[src/design/dbfu_regs.vh]
// Notes on behaviour
// - store with address bit 28 is insert
// - insert lsb 27:23, width-1 22:19
// - insert offset 18:0, mask E007FFFF
// - insert uses bits 22:19 plus one as width
// - mask w+1 ones at lsb, merge
// - overflowing field bits beyond container dropped
// - insert: read, merge, then write
// - set/clear bit is two-cycle atomic
// - decorated load reads stripped address first
// - set/clear: write phase, register, stall
// - set/clear: return bit, drive write
// - extract reads only, stalls one cycle
// - extract second address phase is idle
// - extract masks read data, registers, stalls
// - extract shifts field down, returns it
// - slave wait states pass to master
// - load codes 010 clear, 011 set
`ifndef DBFU_REGS_VH
`define DBFU_REGS_VH

// ----------------------------------------
// decoration fields of the address
// ----------------------------------------
`define DBFU_REGION_HI 31
`define DBFU_REGION_LO 29
`define DBFU_REGION_VAL 3'h2
`define DBFU_OP_HI 28
`define DBFU_OP_LO 26
`define DBFU_OP_NONE_CODE 3'h0
`define DBFU_FIELD_BIT 28
`define DBFU_FLD_B_HI 27
`define DBFU_FLD_B_LO 23
`define DBFU_FLD_W_HI 22
`define DBFU_FLD_W_LO 19
`define DBFU_BIT_B_HI 25
`define DBFU_BIT_B_LO 21
`define DBFU_LAC_CODE 3'h2
`define DBFU_LAS_CODE 3'h3
`define DBFU_FLD_ADDR_MASK 32'hE007FFFF
`define DBFU_BIT_ADDR_MASK 32'hE00FFFFF

// ----------------------------------------
// internal operation codes
// ----------------------------------------
`define DBFU_OPC_NONE 3'h0
`define DBFU_OPC_INSERT 3'h1
`define DBFU_OPC_EXTRACT 3'h2
`define DBFU_OPC_CLEAR 3'h3
`define DBFU_OPC_SET 3'h4

// ----------------------------------------
// sequencer states
// ----------------------------------------
`define DBFU_ST_PASS 2'h0
`define DBFU_ST_DP1 2'h1
`define DBFU_ST_DP2 2'h2

// ----------------------------------------
// bus encodings
// ----------------------------------------
`define DBFU_TRANS_IDLE 2'h0
`define DBFU_TRANS_NONSEQ 2'h2
`define DBFU_SIZE_BYTE 3'h0
`define DBFU_SIZE_HALF 3'h1
`define DBFU_SIZE_WORD 3'h2
`define DBFU_RESP_OKAY 1'h0

`endif

[src/design/dbfu_bridge.v]
`include "dbfu_regs.vh"

module dbfu_bridge (
	// clock and reset
	input wire ref_clk,
	input wire rst_b,
	// master side, address phase
	input wire [1:0] m_htrans,
	input wire [31:0] m_haddr,
	input wire m_hwrite,
	input wire [2:0] m_hsize,
	input wire [3:0] m_hprot,
	// master side, data phase
	input wire [31:0] m_hwdata,
	output reg [31:0] m_hrdata,
	output reg m_hready,
	output reg m_hresp,
	// slave side, address phase
	output reg [1:0] s_htrans,
	output reg [31:0] s_haddr,
	output reg s_hwrite,
	output reg [2:0] s_hsize,
	output reg [3:0] s_hprot,
	// slave side, data phase
	output reg [31:0] s_hwdata,
	input wire [31:0] s_hrdata,
	input wire peripheral_ready,
	input wire s_hresp
);

	// ----------------------------------------
	// state and captured request
	// ----------------------------------------
	reg [1:0] state_q;
	reg [1:0] state_d;
	reg [2:0] op_q;
	reg [31:0] addr_q;
	reg [2:0] size_q;
	reg [3:0] prot_q;
	reg [4:0] lsb_q;
	reg [3:0] wm1_q;
	reg [31:0] masked_q;
	reg [31:0] wdata_q;

	// ----------------------------------------
	// decode of the incoming address phase
	// ----------------------------------------
	wire in_region;
	wire is_insert;
	wire is_extract;
	wire is_clear;
	wire is_set;
	wire addr_open;
	wire take;
	reg [2:0] dec_op;
	reg [31:0] real_addr;
	reg [4:0] dec_lsb;
	reg [3:0] dec_wm1;
	wire [31:0] fu_masked;
	wire [31:0] fu_wr_data;
	wire [31:0] fu_rd_data;
	wire slave_write_access;

	// decorated window: top bits match and an op code is present
	assign in_region =
		(m_haddr[`DBFU_REGION_HI:`DBFU_REGION_LO] == `DBFU_REGION_VAL) &&
		(m_haddr[`DBFU_OP_HI:`DBFU_OP_LO] != `DBFU_OP_NONE_CODE);

	// op selection from bit 28 and the load codes
	assign is_insert = in_region && m_hwrite &&
		m_haddr[`DBFU_FIELD_BIT];
	assign is_extract = in_region && !m_hwrite &&
		m_haddr[`DBFU_FIELD_BIT];
	assign is_clear = in_region && !m_hwrite &&
		(m_haddr[`DBFU_OP_HI:`DBFU_OP_LO] == `DBFU_LAC_CODE);
	assign is_set = in_region && !m_hwrite &&
		(m_haddr[`DBFU_OP_HI:`DBFU_OP_LO] == `DBFU_LAS_CODE);

	// new address phases are only looked at outside the first data phase
	assign addr_open = (state_q != `DBFU_ST_DP1);
	assign take = addr_open && m_htrans[1] && peripheral_ready;

	// op code, fields and stripped address of the request
	always @* begin
		dec_op = `DBFU_OPC_NONE;
		real_addr = m_haddr;
		dec_lsb = m_haddr[`DBFU_FLD_B_HI:`DBFU_FLD_B_LO];
		dec_wm1 = m_haddr[`DBFU_FLD_W_HI:`DBFU_FLD_W_LO];
		if (is_insert || is_extract) begin
			dec_op = is_insert ? `DBFU_OPC_INSERT : `DBFU_OPC_EXTRACT;
			real_addr = m_haddr & `DBFU_FLD_ADDR_MASK;
		end else if (is_clear || is_set) begin
			dec_op = is_set ? `DBFU_OPC_SET : `DBFU_OPC_CLEAR;
			real_addr = m_haddr & `DBFU_BIT_ADDR_MASK;
			dec_lsb = m_haddr[`DBFU_BIT_B_HI:`DBFU_BIT_B_LO];
			dec_wm1 = 4'h0;
		end
	end

	// ----------------------------------------
	// field arithmetic
	// ----------------------------------------
	dbfu_field_unit u_field (
		.op(op_q),
		.size(size_q),
		.lane(addr_q[1:0]),
		.lsb(lsb_q),
		.wm1(wm1_q),
		.rdata(s_hrdata),
		.wdata(m_hwdata),
		.masked_in(masked_q),
		.masked(fu_masked),
		.wr_data(fu_wr_data),
		.rd_data(fu_rd_data)
	);

	// ----------------------------------------
	// sequencer
	// ----------------------------------------

	// next state: one stall phase, then the returning phase
	always @* begin
		state_d = state_q;
		case (state_q)
		`DBFU_ST_PASS: begin
			if (take && dec_op != `DBFU_OPC_NONE)
				state_d = `DBFU_ST_DP1;
		end
		`DBFU_ST_DP1: begin
			if (peripheral_ready)
				state_d = `DBFU_ST_DP2;
		end
		`DBFU_ST_DP2: begin
			if (peripheral_ready)
				state_d = (take && dec_op != `DBFU_OPC_NONE) ?
					`DBFU_ST_DP1 : `DBFU_ST_PASS;
		end
		default: state_d = `DBFU_ST_PASS;
		endcase
	end

	// state register
	always @(posedge ref_clk or negedge rst_b) begin
		if (!rst_b)
			state_q <= `DBFU_ST_PASS;
		else
			state_q <= state_d;
	end

	// capture of address and attributes in cycle x
	always @(posedge ref_clk or negedge rst_b) begin
		if (!rst_b) begin
			op_q <= `DBFU_OPC_NONE;
			addr_q <= 32'h00000000;
			size_q <= `DBFU_SIZE_BYTE;
			prot_q <= 4'h0;
			lsb_q <= 5'h00;
			wm1_q <= 4'h0;
		end else if (take) begin
			op_q <= dec_op;
			addr_q <= real_addr;
			size_q <= m_hsize;
			prot_q <= m_hprot;
			lsb_q <= dec_lsb;
			wm1_q <= dec_wm1;
		end
	end

	// first data phase: register the modified word and the masked field
	always @(posedge ref_clk or negedge rst_b) begin
		if (!rst_b) begin
			masked_q <= 32'h00000000;
			wdata_q <= 32'h00000000;
		end else if (state_q == `DBFU_ST_DP1 && peripheral_ready) begin
			masked_q <= fu_masked;
			wdata_q <= fu_wr_data;
		end
	end

	// ----------------------------------------
	// slave side drive
	// ----------------------------------------

	// address phase: forwarded, stripped, recirculated or idle
	always @* begin
		s_htrans = m_htrans;
		s_haddr = m_haddr;
		s_hwrite = m_hwrite;
		s_hsize = m_hsize;
		s_hprot = m_hprot;
		if (state_q == `DBFU_ST_DP1) begin
			s_haddr = addr_q;
			s_hsize = size_q;
			s_hprot = prot_q;
			s_hwrite = 1'b1;
			if (op_q == `DBFU_OPC_EXTRACT) begin
				s_htrans = `DBFU_TRANS_IDLE;
				s_hwrite = 1'b0;
			end else begin
				s_htrans = `DBFU_TRANS_NONSEQ;
			end
		end else if (dec_op != `DBFU_OPC_NONE) begin
			s_haddr = real_addr;
			s_hwrite = 1'b0;
		end
	end

	// write flag of the slave data phase in progress
	assign slave_write_access = (state_q == `DBFU_ST_DP2) &&
		(op_q != `DBFU_OPC_EXTRACT);

	// slave write data: registered result or the master's data
	always @* begin
		if (slave_write_access)
			s_hwdata = wdata_q;
		else
			s_hwdata = m_hwdata;
	end

	// ----------------------------------------
	// master side answer
	// ----------------------------------------

	// ready, response and read data back to the master
	always @* begin
		m_hready = peripheral_ready;
		m_hresp = s_hresp;
		m_hrdata = s_hrdata;
		case (state_q)
		`DBFU_ST_DP1: begin
			m_hready = 1'b0;
			m_hresp = `DBFU_RESP_OKAY;
		end
		`DBFU_ST_DP2: begin
			if (op_q == `DBFU_OPC_INSERT)
				m_hrdata = 32'h00000000;
			else
				m_hrdata = fu_rd_data;
		end
		default: begin
			m_hready = peripheral_ready;
		end
		endcase
	end

endmodule

[src/design/dbfu_field_unit.v]
`include "dbfu_regs.vh"

module dbfu_field_unit (
	// operation
	input wire [2:0] op,
	input wire [2:0] size,
	input wire [1:0] lane,
	input wire [4:0] lsb,
	input wire [3:0] wm1,
	// data
	input wire [31:0] rdata,
	input wire [31:0] wdata,
	input wire [31:0] masked_in,
	// results
	output reg [31:0] masked,
	output reg [31:0] wr_data,
	output reg [31:0] rd_data
);

	reg [31:0] cmask;
	reg [4:0] pmask;
	reg [4:0] pos;
	reg [4:0] shamt;
	reg [31:0] cont;
	reg [31:0] wcont;
	reg [31:0] fmask;
	reg [31:0] newc;
	reg [32:0] ones;
	reg [31:0] ret;

	// container select, mask build and modify
	always @* begin
		cmask = 32'hFFFFFFFF;
		pmask = 5'h1F;
		shamt = 5'h00;
		case (size)
		`DBFU_SIZE_BYTE: begin
			cmask = 32'h000000FF;
			pmask = 5'h07;
			shamt = {lane, 3'h0};
		end
		`DBFU_SIZE_HALF: begin
			cmask = 32'h0000FFFF;
			pmask = 5'h0F;
			shamt = {lane[1], 4'h0};
		end
		default: begin
			cmask = 32'hFFFFFFFF;
			pmask = 5'h1F;
			shamt = 5'h00;
		end
		endcase
		// position bits above the container are don't-care
		pos = lsb & pmask;
		cont = (rdata >> shamt) & cmask;
		wcont = (wdata >> shamt) & cmask;
		ones = (33'h000000001 << ({1'b0, wm1} + 5'h01)) - 33'h000000001;
		if (op == `DBFU_OPC_INSERT || op == `DBFU_OPC_EXTRACT)
			fmask = (ones[31:0] << pos) & cmask;
		else
			fmask = (32'h00000001 << pos) & cmask;
		case (op)
		`DBFU_OPC_INSERT: newc = (cont & ~fmask) | (wcont & fmask);
		`DBFU_OPC_CLEAR: newc = cont & ~fmask;
		`DBFU_OPC_SET: newc = cont | fmask;
		default: newc = cont;
		endcase
		masked = cont & fmask;
		ret = masked_in >> pos;
		case (size)
		`DBFU_SIZE_BYTE: begin
			wr_data = {4{newc[7:0]}};
			rd_data = {4{ret[7:0]}};
		end
		`DBFU_SIZE_HALF: begin
			wr_data = {2{newc[15:0]}};
			rd_data = {2{ret[15:0]}};
		end
		default: begin
			wr_data = newc;
			rd_data = ret;
		end
		endcase
	end

endmodule

[config.mk]
export PLATFORM = sky130hd
export DESIGN_NAME = dbfu_bridge
export DESIGN_NICKNAME = d
export VERILOG_FILES = /design/src/design/dbfu_bridge.v /design/src/design/dbfu_field_unit.v
export VERILOG_INCLUDE_DIRS = /design/src /design/src/design
export SDC_FILE = /design/constraint.sdc
export NUM_CORES = 1
export LEC_CHECK = 0
export BUFFER_PORTS_ARGS = -buffer_cell sky130_fd_sc_hd__buf_2
export CORE_AREA = 3 3 149 151
export CTS_CLUSTER_DIAMETER = 150
export DETAILED_ROUTE_END_ITERATION = 7
export DIE_AREA = 0 0 152 154
export PLACE_DENSITY = 0.78
export RECOVER_POWER = 100
export SLEW_MARGIN = 0
export SYNTH_ARGS = -nofsm -noshare
export SYNTH_HDL_FRONTEND = slang
export SYNTH_SLANG_ARGS = --single-unit
[constraint.sdc]
create_clock -name ref_clk -period 6.3 [get_ports ref_clk]
set_clock_uncertainty 0.15 [all_clocks]
set_input_delay 1.575 -clock ref_clk [delete_from_list [all_inputs] [get_ports ref_clk]]
set_output_delay 1.575 -clock ref_clk [all_outputs]
set_load 0.005 [all_outputs]
* After elaboration in Yosys (flattened, before gate mapping)
Cells that the tools add are included.
** Storage, ports and cells
- Input bits :: 110
- Register bits :: 117
- Output and inout bits :: 108
- Word-level logic and storage cells :: 100
** Operators by class
- Reductions and logical operators :: 21
- Mux-type cells :: 36
- Add/subtract/negate cells :: 2
- Bitwise logic cells :: 11
- Equal/unequal tests :: 15
- Shift-type cells :: 6
** Operators by type and width (number)
- $and A32 B32 Y32 :: 7
- $pmux W32 S2 :: 3
- $mux W32 :: 5
- $pmux W32 S3 :: 1
- $shr A32 B5 Y32 :: 3
- $mux W29 :: 3
- $or A32 B32 Y32 :: 2
- $shl A1 B5 Y32 const A :: 2
- $not A32 Y32 :: 1
- $shl A32 B5 Y32 :: 1
- $sub A32 B1 Y32 const B :: 1
- $pmux W5 S2 :: 2
- $eq A3 B2 Y1 const B :: 5
- $logic_and A1 B1 Y1 :: 12
- $mux W2 :: 6
- $mux W3 :: 4
- $mux W4 :: 3
- $mux W5 :: 2
- $eq A3 B1 Y1 const B :: 2
- $mux W1 :: 6
- $ne A2 B2 Y1 const B :: 3
- $pmux W2 S3 :: 1
- $reduce_bool A3 Y1 :: 2
- $add A4 B1 Y5 const B :: 1
- 11 further kinds :: 13

* Logic depth before layout (Yosys ltp)
- Depth in word-level cells :: 12
- Depth in mapped cells :: 14
- Depth with buffers taken out :: 11

* Modules after synthesis
From an unflattened synthesis, not the netlist that was laid out.
** Second synthesis, totals
- Cells, all modules :: 1472
- Area, all modules :: 11873.9 um2
** Modules (own cells, without submodules)
- dbfu_field_unit :: area an instance 6084.6 um2, cells an instance 956, instances 1, sequential area each 0.0 um2
- dbfu_bridge :: area an instance 5789.3 um2, cells an instance 516, instances 1, sequential area each 2927.8 um2

* Worst setup path before layout
OpenSTA, ideal clock, no wires.
- Path kind :: input to output
- Start point :: in m_haddr[28]
- End point :: out s_haddr[23]
- Arrival time :: 2790 ps
- Setup slack :: 1785 ps
- Path buffers :: 1
- Data required time :: 4575 ps
- Stages :: 6
- Path through :: clkbuf_1 or3_1 nand3_1 o21bai_1 nand2_1 o21ai_0
** Between the ends
- Cells in the longest elaborated chain, start to end :: 10
- Elaborated cells on any way between the ends :: 21
- Those cells by class :: eq/ne (2); mux (8); reduce/logical (11)
** Ends and longest elaborated chain
- start: declaration :: RTL line dbfu_bridge.v:9 : input wire [31:0] m_haddr,
- $reduce_bool A3 Y1 (no source line)
- $logic_and A1 B1 Y1 :: RTL line dbfu_bridge.v:66 : (m_haddr[`DBFU_REGION_HI:`DBFU_REGION_LO] == `DBFU_REGION_VAL) &&
- $logic_and A1 B1 Y1 :: RTL line dbfu_bridge.v:72, dbfu_bridge.v:74, dbfu_bridge.v:76
- $logic_and A1 B1 Y1, on equally long branches :: RTL line dbfu_bridge.v:76, dbfu_bridge.v:74
- $mux W3 (no source line) / $logic_or A1 B1 Y1 (equally long branches)
- $mux W3 :: RTL line dbfu_bridge.v:92 : end else if (is_clear || is_set) begin
- $mux W3 :: RTL line dbfu_bridge.v:89 : if (is_insert || is_extract) begin
- $reduce_bool A3 Y1 (no source line)
- $mux W29 * :: RTL line dbfu_bridge.v:202 : end else if (dec_op != `DBFU_OPC_NONE) begin
- $mux W32 * :: RTL line dbfu_bridge.v:191 : if (state_q == `DBFU_ST_DP1) begin
- end: declaration :: RTL line dbfu_bridge.v:20 : output reg [31:0] s_haddr,
Mark *: on every way between the ends. The rest lies on a longest branch, timed or not.

* Worst setup path after layout
- Start point :: reg wm1_q[0]
- End point :: reg wdata_q[27]
** Between the ends
- Cells in the longest elaborated chain, start to end :: 11
- Elaborated cells on any way between the ends :: 13
- Those cells by class :: add/sub (2); shift (2); mux (3); bitwise (6)
** Ends and longest elaborated chain
- start: declaration :: RTL line dbfu_bridge.v:41 : reg [3:0] wm1_q;
- start signal: assignment :: RTL line dbfu_bridge.v:165 : wm1_q <= dec_wm1;
- $add A4 B1 Y5 * :: RTL line dbfu_field_unit.v:57 : ones = (33'h000000001 << ({1'b0, wm1} + 5'h01)) - 33'h000000001;
- $shl A1 B5 Y32 * :: RTL line dbfu_field_unit.v:57
- $sub A32 B1 Y32 * :: RTL line dbfu_field_unit.v:57
- $shl A32 B5 Y32 * :: RTL line dbfu_field_unit.v:59 : fmask = (ones[31:0] << pos) & cmask;
- $and A32 B32 Y32 * :: RTL line dbfu_field_unit.v:59
- $mux W32 * :: RTL line dbfu_field_unit.v:58 : if (op == `DBFU_OPC_INSERT || op == `DBFU_OPC_EXTRACT)
- $not A32 Y32 :: RTL line dbfu_field_unit.v:63, dbfu_field_unit.v:64
- $and A32 B32 Y32 :: RTL line dbfu_field_unit.v:63, dbfu_field_unit.v:64
- $or A32 B32 Y32 :: RTL line dbfu_field_unit.v:63 : `DBFU_OPC_INSERT: newc = (cont & ~fmask) | (wcont & fmask);
- $pmux W32 S3 * :: RTL line dbfu_field_unit.v:62 : case (op)
- $pmux W32 S2 * :: RTL line dbfu_field_unit.v:70 : case (size)
- end signal: assignment :: RTL line dbfu_bridge.v:176 : wdata_q <= fu_wr_data;
- end: declaration :: RTL line dbfu_bridge.v:43 : reg [31:0] wdata_q;
Marks and branches as above.
A chain may end at the register's enable or synchronous reset.

==> results.md <==
* Worst endpoint required time at 6.49 ns
* Hpwl dp at 34.55 mm
* Leak at 5.767 nW
* Rows at 53
* EDFF count, synth at 0
* VDD IR max at 208.7 uV
* Post-layout min period at 5.673 ns
* PD cells at 272.4 nW/um^2
* Net Count, Synth at 1687
* Post-CTS setup buffer count at 0
* Final GP Congestion at 1.037
* Switching Power at 1.560 mW
* Synth Area per Inst at 7.290 sq um
* Max Cap Violations at 4
* Mapped Cells at 1576
* TritonCTS buffer count at 17
* First-pass GRT wire length at 73.15 mm
* Startpoint Class: register
* Filler cells at 1992
* Synthesized flop and latch total at 117
* R2r startpoint: wm1_q[0]
* Hold Crit Start: addr_q[5]
* I/O Buffers at 217
* Netlist cell types at 99
* Final hold viol count at 0
* Die H at 154 microns
* WL/cell at 23.80 microns
* Post-DRT Antenna Nets at 0
* Crit path launch: wm1_q[0]
* Area grow syn2layout at 13.47%
* Largest net degree at the start of global routing at 66
* F_max at 176.3 MHz
* Yosys top cell area share at 25.48%
* Number of hold buffers added after CTS at 0
* Antenna violations before repair at 1
* Placed cell area at 12580 sq um
* Boundary Pins at 218
* CTS root buffer: clkbuf_16
* Switching Share at 43.93%
* RSZ-0062 raised after global routing: false
* Crit path max fanout at 26
* Finished Cell Area at 13040 sq um
* Clock transition at path regs at 0.07 ns
* Cell taking the most area after synthesis: dfrtp_1
* Type of the worst min-delay path: register to register
* Via count at 13520
* Core area at 20960 sq um
* Synth area leaders: dfrtp_1 (25%), nand2_1 (15%), o21ai_0 (5.4%)
* Tcrit/Tclk final at 90.05%
* Int Pwr at 1.991 mW
* Setup CP Type: register to register
* Synth warn at 0
* Most common flop cell mapped by yosys: dfrtp_1
* # setup viols final at 0
* Die area at 23410 sq um
* CTS Sinks at 117
* GRT Total Usage at 39.08%
* Post-synthesis async set-or-reset flop share at 100.0%
* Hold WS at 0.3244 ns
* DRC Markers at 0
* Avg Vias per Cell at 6.777
* Nets at 1818
* Antenna cells at 0
* Least-Margin Pin Slew at 3.069 ns
* Share of layout cells above drive strength 1 at 18.20%
* Max Transition Viols Final at 175
* Comb power frac at 41.7%
* Die W at 152 microns
* Maximum clock path buffer count at 2
* Effective utilization at floorplan at 54.82%
* Most frequent cell after synthesis: nand2_1
* Seq pwr share at 29.3%
* Setup tns final at 0 ns
* DR pass1 iterations at 7
* H-tree levels at 4
* Final wirelength at 47.47 mm
* Mapped Area at 11490 sq um
* Total power draw at 3.551 mW
* Worst path arrival time at 5.86 ns
* Clock Latency Late Sink at 0.43 ns
* CTS tree: done
* Worst Setup End Kind: register
* Starting DRC count in detailed routing at 1981
* Clock group share of total power at 29.0%
* PostCTS Resize Cnt at 0
* Total grt overflow at 0
* Post-synth top cells: nand2_1 (460), o21ai_0 (124), dfrtp_1 (117)
* Outcome: finished with violations
* Sequential share of the synthesized area at 25.48%
* Number of global-route vias before repair at 12390
* Failing checks: max-capacitance violations, max-slew violations
* Relative slew slack at -104.6%
critical path, stage by stage, from the launching register on:
cell       delay [ns]
dfrtp_1          0.65
nor4_1           1.10
inv_4            0.16
ha_1             0.26
clkbuf_1         0.42
nor3_1           0.35
o2bb2ai_1        0.24
nor2_1           0.06
o21ai_0          0.95
a211oi_2         0.41
a22o_1           0.43
o21a_1           0.22
o221ai_1         0.18
kinds of logic (layout without fill, tap and decap cells):
| logic type | after synthesis | after routing | share of synthesized area [%] |
|---|---|---|---|
| and+or+nand+nor | 739 | 739 | 28.27 |
| AOI/OAI and AO/OA | 456 | 456 | 27.61 |
| xor gates and xnor gates | 3 | 3 | 0.2941 |
| buffers and inverters | 150 | 294 | 5.739 |
| adders and majority gates | 1 | 1 | 0.1089 |
| muxes | 109 | 109 | 12.46 |
| DFF | 117 | 117 | 25.48 |
| other | 1 | 1 | 0.03264 |
final cells by class:
class | instances | area (sq um) | area share [%]
Tap cell | 275 | 344.1 | 2.639
Timing Repair Buffer | 247 | 1225 | 9.396
Clock buffer | 17 | 425.4 | 3.263
Clock inverter | 15 | 182.7 | 1.401
Multi-Input combinational cell | 1309 | 7870 | 60.37
Inverter | 15 | 58.81 | 0.4511
Sequential cell | 117 | 2930 | 22.48
routing by layer:
layer	vias up	share of wire, %	global-route usage [%]
met5	-	0	0
met3	176	14	11.91
met4	0	4.3	13.66
li1	6013	-	-
met1	6270	39	55.53
met2	1061	42	56.50
power by group through the flow:
stage	registers, mW	clock network [mW]	logic, mW
6_report	1.04	1.03	1.48
5_1_grt	1.05	1.07	1.57
3_5_place_dp	1.04	0	1.42
4_1_cts	1.03	1.03	1.43
2_1_floorplan	0.958	0	1.01
3_3_place_gp	1.04	0	1.42
cell usage in the layout, fill, tap and decap left out, drive strengths merged, types with 5 or more instances in the layout:
| cell | count |
|---|---|
| nand2 | 460 |
| buf | 188 |
| o21ai | 127 |
| dfrtp | 117 |
| nor2 | 108 |
| a21oi | 76 |
| clkbuf | 76 |
| mux2i | 53 |
| nor3 | 47 |
| nand3 | 36 |
| mux2 | 32 |
| mux4 | 24 |
| inv | 23 |
| a32o | 22 |
| o211ai | 22 |
| a22o | 22 |
| o32ai | 19 |
| a31oi | 17 |
| and3 | 16 |
| o31ai | 16 |
| a211oi | 13 |
| o22ai | 12 |
| and2 | 11 |
| o2bb2ai | 10 |
| nor2b | 10 |
| o21bai | 9 |
| or3 | 8 |
| o21a | 8 |
| a31o | 8 |
| a21o | 7 |
| nor4 | 6 |
| o221ai | 6 |
| nand2b | 5 |
| a32oi | 5 |
| a22oi | 5 |
| nand4 | 5 |
| a311oi | 5 |
| a2bb2oi | 5 |
path summary, 6_finish.rpt:
path | to | slack, ns | depth (start not counted)
setup reg to reg | wdata_q[27] | 0.63 | 12
hold reg to reg | addr_q[5] | 0.32 | 2
setup / recovery | wdata_q[27] | 0.63 | 12
max in group asynchronous | masked_q[29] | 1.80 | 2
hold / removal | addr_q[5] | 0.32 | 2
min in group asynchronous | masked_q[9] | 2.00 | 1
per-stage QoR:
| step | std cells | setup slack [ns] | util (%) |
|---|---|---|---|
| final | 1995 | 0.6267 | 62.21 |
| after global routing | 1995 | 0.4885 | 62.21 |
| after global placement | 1963 | 1.471 | 60.05 |
| after detailed placement | 1963 | 1.517 | 60.05 |
| after floorplan | 1576 | 1.785 | - |
| after CTS | 1995 | 1.065 | 62.96 |
flip-flops by register name (all words and copies together) (netlist names):
| register | flops |
|---|---|
| masked_q | 32 |
| state_q | 2 |
| lsb_q | 5 |
| prot_q | 4 |
| wm1_q | 4 |
| op_q | 3 |
| addr_q | 32 |
| size_q | 3 |
| wdata_q | 32 |
Note: power is estimated with default switching activity, not from simulation.
